## src/core/adc_host_port_defines.vh

```
// constants for the four-channel sampling converter host port
`ifndef ADC_HOST_PORT_DEFINES_VH
`define ADC_HOST_PORT_DEFINES_VH

// ----------------------------------------------------------------
// data layout
// ----------------------------------------------------------------
`define RESULT_W 12
`define RESULT_MSB 11
`define CH_COUNT 4
`define CH_W 2
`define PTR_W 3

// ----------------------------------------------------------------
// conversion sequence, counted in conversion clock rising edges
// ----------------------------------------------------------------
`define EDGE_W 7
`define CONV_EDGES 7'h4E
`define CH_EDGES 7'h13

// ----------------------------------------------------------------
// timing
// ----------------------------------------------------------------
`define CLK_PERIOD_NS 40
`define INT_OSC_PERIOD_NS 400
`define OSC_DIV_CYCLES (`INT_OSC_PERIOD_NS / `CLK_PERIOD_NS)
`define DIV_W 4
`define EXT_IDLE_NS 10000
`define EXT_IDLE_CYCLES (`EXT_IDLE_NS / `CLK_PERIOD_NS)
`define IDLE_W 8
`define OSC_DIV_LAST 4'h9
`define EXT_IDLE_LAST 8'hFA

// ----------------------------------------------------------------
// reset values
// ----------------------------------------------------------------
`define DONE_N_RST 1'b1
`define HOLD_RST 1'b0
`define OSC_SEL_RST 1'b0
`define RESULT_RST 12'h000
`define TRIG_RST 1'b1

`endif

```

## src/core/four_channel_sampling_adc_host_port.v

```verilog
// control sequencer and parallel read port of a four-channel sampling converter
`default_nettype none
`include "adc_host_port_defines.vh"

// Functional notes
// - trigger rising edge holds all channels, starts
// - convert channels one to four in order
// - trigger asynchronous, synchronised, independent of strobes
// - active-low done output shows converter status
// - drive data only while read and select low
// - twelve-bit two's complement result, bit 11 MSB
// - four consecutive reads return channels one to four
// - selected only while select input is low
// - external conversion clock, internal oscillator when tied
// - track mode resumes when done falls
// - done falls only after all results stored
// - sequence takes 78 or 79 clock edges
// - no direct addressing of result registers
module four_channel_sampling_adc_host_port (
    input wire clock,
    input wire rstn,
    input wire clk_en,
    input wire conversion_trigger_n,
    input wire cs_n,
    input wire rd_n,
    input wire clk_pin,
    input wire [`RESULT_W-1:0] core_result,
    output reg [`RESULT_W-1:0] result_bus,
    output reg result_oe,
    output reg done_n,
    output reg hold,
    output reg [`CH_W-1:0] core_channel,
    output reg internal_osc
);

    // ----------------------------------------------------------------
    // state encoding and end counts
    // ----------------------------------------------------------------
    // one-hot sequencer states and sized end counts of the clock source
    localparam [2:0] ST_IDLE = 3'h1;
    localparam [2:0] ST_CONV = 3'h2;
    localparam [2:0] ST_READY = 3'h4;
    localparam [`DIV_W-1:0] DIV_LAST = `OSC_DIV_LAST;
    localparam [`IDLE_W-1:0] IDLE_LAST = `EXT_IDLE_LAST;

    // ----------------------------------------------------------------
    // reset release
    // ----------------------------------------------------------------
    // two-stage copy of the reset input
    reg rst_meta_q;
    reg rst_n;

    // reset asserts at once and leaves through two flip-flops
    always @(posedge clock or negedge rstn) begin
        if (!rstn) begin
            rst_meta_q <= 1'b0;
            rst_n <= 1'b0;
        end else begin
            rst_meta_q <= 1'b1;
            rst_n <= rst_meta_q;
        end
    end

    // ----------------------------------------------------------------
    // trigger synchroniser
    // ----------------------------------------------------------------
    // synchroniser stages and edge detector of the trigger
    reg trig_meta_q;
    reg trig_sync_q;
    reg trig_prev_q;
    wire start;

    // trigger may move at any time; stages reset to its idle high level
    always @(posedge clock or negedge rst_n) begin
        if (!rst_n) begin
            trig_meta_q <= `TRIG_RST;
            trig_sync_q <= `TRIG_RST;
            trig_prev_q <= `TRIG_RST;
        end else if (clk_en) begin
            trig_meta_q <= conversion_trigger_n;
            trig_sync_q <= trig_meta_q;
            trig_prev_q <= trig_sync_q;
        end
    end

    // a low-to-high trigger seen after synchronising starts a conversion
    assign start = trig_sync_q & ~trig_prev_q;

    // ----------------------------------------------------------------
    // conversion clock source
    // ----------------------------------------------------------------
    // pin history, idle counter and divider
    reg clkp_prev_q;
    reg [`IDLE_W-1:0] idle_cnt_q;
    reg [`DIV_W-1:0] div_cnt_q;
    // conversion clock ticks from either source
    wire ext_rise;
    wire div_tick;
    wire tick;

    // one tick per pin rising edge, or per divider wrap when the pin is tied
    assign ext_rise = clk_pin & ~clkp_prev_q;
    assign div_tick = (div_cnt_q == DIV_LAST);
    assign tick = internal_osc ? div_tick : ext_rise;

    // a pin that shows no edge for the longest clock period counts as tied
    always @(posedge clock or negedge rst_n) begin
        if (!rst_n) begin
            clkp_prev_q <= 1'b0;
            idle_cnt_q <= {`IDLE_W{1'b0}};
            internal_osc <= `OSC_SEL_RST;
        end else if (clk_en) begin
            clkp_prev_q <= clk_pin;
            if (ext_rise) begin
                idle_cnt_q <= {`IDLE_W{1'b0}};
            end else if (idle_cnt_q != IDLE_LAST) begin
                idle_cnt_q <= idle_cnt_q + 1'b1;
            end
            internal_osc <= (idle_cnt_q == IDLE_LAST) & ~ext_rise;
        end
    end

    // free-running divider that stands in for the internal oscillator
    always @(posedge clock or negedge rst_n) begin
        if (!rst_n) begin
            div_cnt_q <= {`DIV_W{1'b0}};
        end else if (clk_en) begin
            if (div_tick) begin
                div_cnt_q <= {`DIV_W{1'b0}};
            end else begin
                div_cnt_q <= div_cnt_q + 1'b1;
            end
        end
    end

    // ----------------------------------------------------------------
    // conversion sequencer
    // ----------------------------------------------------------------
    // sequencer state, tick count and stored results
    reg [2:0] state_q;
    reg [`EDGE_W-1:0] edge_cnt_q;
    reg [`RESULT_W-1:0] res_q [0:`CH_COUNT-1];
    // slot ends and sequence end
    wire [`EDGE_W-1:0] edge_next;
    wire [`CH_W:0] ch_slot;
    wire [`EDGE_W-1:0] ch_end;
    wire ch_done;
    wire conv_end;

    // each channel slot ends after a fixed number of ticks
    assign edge_next = edge_cnt_q + 1'b1;
    assign ch_slot = {1'b0, core_channel} + 3'h1;
    assign ch_end = `CH_EDGES * {{(`EDGE_W-`CH_W-1){1'b0}}, ch_slot};
    assign ch_done = (state_q == ST_CONV) & tick & (edge_next == ch_end);
    assign conv_end = (state_q == ST_CONV) & tick & (edge_next == `CONV_EDGES);

    // edge count starts on the first tick after the trigger, hence 78 or 79
    always @(posedge clock or negedge rst_n) begin
        if (!rst_n) begin
            state_q <= ST_IDLE;
            edge_cnt_q <= {`EDGE_W{1'b0}};
            core_channel <= {`CH_W{1'b0}};
            hold <= `HOLD_RST;
        end else if (clk_en) begin
            case (state_q)
                ST_IDLE, ST_READY: begin
                    if (start) begin
                        state_q <= ST_CONV;
                        edge_cnt_q <= {`EDGE_W{1'b0}};
                        core_channel <= {`CH_W{1'b0}};
                        hold <= 1'b1;
                    end
                end
                ST_CONV: begin
                    if (tick) begin
                        edge_cnt_q <= edge_next;
                    end
                    if (ch_done && core_channel != `CH_COUNT - 1) begin
                        core_channel <= core_channel + 1'b1;
                    end
                    if (conv_end) begin
                        state_q <= ST_READY;
                        hold <= 1'b0;
                    end
                end
                default: begin
                    state_q <= ST_IDLE;
                    hold <= 1'b0;
                end
            endcase
        end
    end

    // one result register per channel, msb flipped to give two's complement
    genvar g;
    generate
        for (g = 0; g < `CH_COUNT; g = g + 1) begin : g_res
            always @(posedge clock or negedge rst_n) begin
                if (!rst_n) begin
                    res_q[g] <= `RESULT_RST;
                end else if (clk_en && ch_done && core_channel == g) begin
                    res_q[g] <= core_result ^ {1'b1, {(`RESULT_W-1){1'b0}}};
                end
            end
        end
    endgenerate

    // ----------------------------------------------------------------
    // read sequencing and two-entry buffer
    // ----------------------------------------------------------------
    // read pointer and two-entry buffer storage
    reg [`PTR_W-1:0] src_ptr_q;
    reg [`RESULT_W-1:0] buf_q [0:1];
    reg buf_wr_q;
    reg buf_rd_q;
    reg [1:0] buf_cnt_q;
    reg rd_act_q;
    // strobe decode and buffer handshake
    wire selected;
    wire rd_req;
    wire read_start;
    wire src_valid;
    wire buf_ready;
    wire push;
    wire pop;

    // a read starts on the first cycle both strobes are seen low
    assign selected = ~cs_n;
    assign rd_req = selected & ~rd_n;
    assign read_start = rd_req & ~rd_act_q;
    assign src_valid = (state_q == ST_READY) & (src_ptr_q != `CH_COUNT);
    assign buf_ready = (buf_cnt_q != 2'h2);
    assign push = src_valid & buf_ready;
    assign pop = read_start & (buf_cnt_q != 2'h0);

    // results leave only in channel order through one pointer
    always @(posedge clock or negedge rst_n) begin
        if (!rst_n) begin
            src_ptr_q <= {`PTR_W{1'b0}};
            buf_wr_q <= 1'b0;
            buf_rd_q <= 1'b0;
            buf_cnt_q <= 2'h0;
            buf_q[0] <= `RESULT_RST;
            buf_q[1] <= `RESULT_RST;
        end else if (clk_en) begin
            if (start && state_q != ST_CONV) begin
                src_ptr_q <= {`PTR_W{1'b0}};
                buf_wr_q <= 1'b0;
                buf_rd_q <= 1'b0;
                buf_cnt_q <= 2'h0;
            end else begin
                if (push) begin
                    buf_q[buf_wr_q] <= res_q[src_ptr_q[`CH_W-1:0]];
                    buf_wr_q <= ~buf_wr_q;
                    src_ptr_q <= src_ptr_q + 1'b1;
                end
                if (pop) begin
                    buf_rd_q <= ~buf_rd_q;
                end
                buf_cnt_q <= buf_cnt_q + {1'b0, push} - {1'b0, pop};
            end
        end
    end

    // ----------------------------------------------------------------
    // host port outputs
    // ----------------------------------------------------------------
    // strobe history and output enable follow the sampled strobes
    always @(posedge clock or negedge rst_n) begin
        if (!rst_n) begin
            rd_act_q <= 1'b0;
            result_oe <= 1'b0;
        end else if (clk_en) begin
            rd_act_q <= rd_req;
            result_oe <= rd_req;
        end
    end

    // data register loads only when a buffered word is popped
    always @(posedge clock or negedge rst_n) begin
        if (!rst_n) begin
            result_bus <= `RESULT_RST;
        end else if (clk_en && pop) begin
            result_bus <= buf_q[buf_rd_q];
        end
    end

    // done rises on a read start or a new trigger; completion in the same cycle wins
    always @(posedge clock or negedge rst_n) begin
        if (!rst_n) begin
            done_n <= `DONE_N_RST;
        end else if (clk_en) begin
            if (conv_end) begin
                done_n <= 1'b0;
            end else if (read_start || (start && state_q != ST_CONV)) begin
                done_n <= 1'b1;
            end
        end
    end

endmodule
`default_nettype wire

```

## config.mk

```make
export PLATFORM = sky130hd
export DESIGN_NAME = four_channel_sampling_adc_host_port
export DESIGN_NICKNAME = d
export VERILOG_FILES = /design/src/core/four_channel_sampling_adc_host_port.v
export VERILOG_INCLUDE_DIRS = /design/src /design/src/core
export SDC_FILE = /design/constraint.sdc
export NUM_CORES = 1
export LEC_CHECK = 0
export BUFFER_PORTS_ARGS = -buffer_cell sky130_fd_sc_hd__buf_4
export CORE_UTILIZATION = 60
export DETAILED_ROUTE_END_ITERATION = 8
export GPL_ROUTABILITY_DRIVEN = 0
export GPL_TIMING_DRIVEN = 0
export PLACE_DENSITY_LB_ADDON = 0.2
export SLEW_MARGIN = 25
export SYNTH_ARGS = -nofsm -noshare
export SYNTH_HDL_FRONTEND = slang
export SYNTH_SLANG_ARGS = --single-unit
```

## constraint.sdc

```tcl
create_clock -name clock -period 4.5 [get_ports clock]
set_clock_uncertainty 0.05 [all_clocks]
set_input_delay 1.35 -clock clock [delete_from_list [all_inputs] [get_ports clock]]
set_output_delay 1.35 -clock clock [all_outputs]
set_load 0.005 [all_outputs]
```

==> metrics.md <==
| Metric | Value |
|---|---|
| Status | `completed` |
| Setup CP Type | `reg -> reg` |
| Switching fraction of total power | `27.12%` |
| Slowest stage cell on the critical path | `buf_1` |
| Die Width | `102.1 µm` |
| Post-route ant nets | `0` |
| DR vias | `3833` |
| Residual DRC count | `0` |
| Share of Yosys cell area claimed by the top area cell type | `about half` |
| Setup tns final | `0 ns` |
| H-tree level count | `4` |
| Clock root cell | `clkbuf_8` |
| Slew @ Worst Pin | `0.8671 ns` |
| Worst path cell trace | `clkbuf_1 -> buf_1 -> inv_1 -> ha_1 -> a21o_1 -> a211oi_1 -> nand2_1 -> or2_2 -> nor2_1 -> buf_4 -> mux2_2` |
| Post-CTS Hold Buffers | `0` |
| Family with the most delay on the worst path | `buffers and inverters` |
| Pwr dens | `470.7 nW/µm²` |
| IO Pins | `37` |
| Pre-CTS setup slack | `0.7899 ns` |
| Synth Flop Type | `dfrtp_1` |
| Sw Pwr | `910.2 µW` |
| Synth Register Bits | `125` |
| Reg power frac | `39.9%` |
| CTS tree | `yes` |
| Netlist cell types | `59` |
| VDD IR max | `about 0.28 mV` |
| Crit path DAT | `4.06 ns` |
| Final layout net count | `562` |
| Placed Cells | `641` |
| Top Layer Used | `met4` |
| Unrepaired setup endpoints after global routing | `false` |
| Clock Pin Slew Worst Setup and Hold Paths | `0.06 ns` |
| Worst setup SP type | `register` |
| DRT iter0 DRCs | `282` |
| Clk buf depth | `2` |
| Synth Net Count | `506` |
| Mapped Cells | `471` |
| CORE AREA | `9729 µm²` |
| Largest net degree at the start of global routing | `48` |
| Final hold violation count | `0` |
| Final Non-Filler Cells | `a little under 700` |
| Fmax | `269.6 MHz` |
| N_diodes | `0` |
| Die area | `10430 µm²` |
| Final setup fails | `0` |
| Critical path's largest stage delay | `0.64 ns` |
| Count leader, synth | `dfrtp_1` |
| Clock insertion delay at the later pin of the skew report | `about 0.52 ns` |
| Yosys warnings | `0` |
| Initial antenna violation count | `0` |
| Met3 wire len | `416 µm` |
| Area grow syn2layout | `18.51%` |
| PortBufs | `35` |
| Rel. slew slack | `41.70%` |
| CP Buf/Inv Count | `4` |
| Share of flip-flops with an asynchronous set or reset | `100.0%` |
| Post-CTS resize count | `0` |
| # Post-CTS Setup Buffers | `0` |
| Detailed-route wire length on metal 1 | `roughly 5400 µm` |
| MaxCap Viol Count | `0` |
| First-pass GRT wire length | `19110 µm` |
| Starting density of the core | `between 60 and 70%` |
| Int Power | `2446 µW` |
| Worst Hold Class | `reg -> async` |
| DRT Pass-1 Iters | `4` |
| CTS buffer count | `17` |
| CTS sink cnt | `125` |
| Synth top cells by count | `120 x dfrtp_1, 38 x nand2_1, 34 x o21ai_0` |
| Final hold slack | `between 0.2 and 0.25 ns` |
| Routed WL | `11690 µm` |
| Vias in the first global route | `3872` |
| Critical path required time | `4.85 ns` |
| Share of layout cells above drive strength 1 | `28.33%` |
| Syn Std Cell Area | `6017 µm²` |
| Setup slack after layout | `0.7907 ns` |
| WL/cell | `17.37 µm` |
| HPWL Detailed | `a little under 8000 µm` |
| Die Height | `102.1 µm` |
| Crit path time final | `3.709 ns` |
| Setup crit end kind | `register` |
| Filler cells | `657` |
| Synthesized area per cell | `12.77 µm²` |
| WL met2 | `5695 µm` |
| Slew Viols, Final | `0` |
| Fin crit share | `82.43%` |
| GRT Total Usage | `~25%` |
| Synth area leader | `dfrtp_1` |
| Seq/Total Area, Yosys | `52.09%` |
| Overflow after GRT | `0` |
| Pleak | `0.003378 µW` |
| Critical Path Fanout Max | `10` |
| EDFF count, synth | `0` |
| Comb power frac | `17.5%` |
| Top cells by area, synth | `dfrtp_1 50%, mux2_2 6.2%, mux2_4 4.5%` |
| Row Count | `36` |
| Clk pwr share | `a little over two fifths` |
| Vias per inst | `approximately 5.7` |
## final cells by class
cell class	instances	area [µm²]	share of cell area [%]
Multi-Input combinational cell	312	2716	38.09
Clock inverter	10	160.2	2.246
Tap cell	133	166.4	2.334
Buffer	17	102.6	1.439
Clock buffer	22	473.0	6.633
Sequential cell	125	3138	44.01
Inverter	17	63.81	0.8949
Timing Repair Buffer	37	310.3	4.352
## registers in the layout, indices dropped and copies added (netlist names), 2 cells and up
register,cells
buf_q,24
res_q,48
result_bus,12
state_q,3
core_channel,2
src_ptr_q,3
idle_cnt_q,8
div_cnt_q,4
buf_cnt_q,2
edge_cnt_q,7
## kinds of logic after synthesis
family / synth area share, %
compound gates: 6.966
xor+xnor: 3.743
mux: 21.75
flops: 52.09
buf+inv: 2.765
simple gates: 9.295
fa+ha+maj: 3.327
other cells: 0.06232
## worst reg2reg max path: cells and delay by family (launching register included)
family          cells  cell delay (ns)
compound gates      2             0.47
fa+ha+maj           1             0.22
buf+inv             4             1.39
flops               1             0.35
mux                 1             0.36
simple gates        3             0.76
## stage by stage
stage / area (µm²) / utilization (%) / total power, µW
CTS: 7131 / 73.29 / 3389
floorplan: 6017 / - / 1775
finish: 7131 / 73.29 / 3356
global route: 7131 / 73.29 / 3516
detailed placement: 6497 / 66.78 / 1935
global placement: 6446 / 66.26 / 1902
## cell usage in the layout, fill, tap and decap left out, types with 3 or more instances in the layout
master        n
nand2_1      38
o31ai_1       3
or2_2         3
clkbuf_16    16
mux2_2       33
xnor3_1       3
mux2i_1      16
buf_1         3
mux4_2       12
or3_1         4
a21oi_1      10
nor2_4        3
nand3_1       7
ha_1         16
clkbuf_1      9
dfstp_2       5
clkbuf_8      5
inv_1        17
dfrtp_1     119
xnor2_1       9
buf_4        37
o21ai_0      34
nor2_1       20
o21a_1        3
nor3_1        5
nand2b_1      4
mux2_4       18
xor2_1        9
nor2b_1       4
a21o_1        4
clkinvlp_4    4
bufinv_16     4
mux2_1       21
nand4_1       4
## power groups by stage
stage / logic (µW) / registers, µW / clock network (µW)
final: 588 / 1340 / 1430
after global routing: 649 / 1360 / 1510
after CTS: 591 / 1340 / 1460
after detailed placement: 581 / 1350 / 0
after global placement: 539 / 1360 / 0
after floorplan: 438 / 1340 / 0
## per-layer routing
metal | GRT usage, % | vias up
li1 | - | 1791
met1 | 34.37 | 1939
met2 | 38.56 | 89
met3 | 5.814 | 14
met4 | 9.011 | 0
met5 | 0 | -
## worst paths after layout
kind | depth (start not counted) | end | slack, ns | startpoint
max | 11 | buf_q[19]$_DFFE_PN0P_ | 0.79 | src_ptr_q[0]$_DFFE_PN0P_
min | 0 | res_q[12]$_DFFE_PN0P_ | 0.23 | rst_n$_DFF_PN0_
max reg2reg | 11 | buf_q[19]$_DFFE_PN0P_ | 0.79 | src_ptr_q[0]$_DFFE_PN0P_
min reg2reg | 0 | res_q[12]$_DFFE_PN0P_ | 0.23 | rst_n$_DFF_PN0_
max in group asynchronous | 2 | result_bus[6]$_DFFE_PN0P_ | 3.30 | rst_n$_DFF_PN0_
min in group clock | 0 | rst_n$_DFF_PN0_ | 0.32 | rst_meta_q$_DFF_PN0_
No activity file was read; power rests on OpenSTA's default activity.
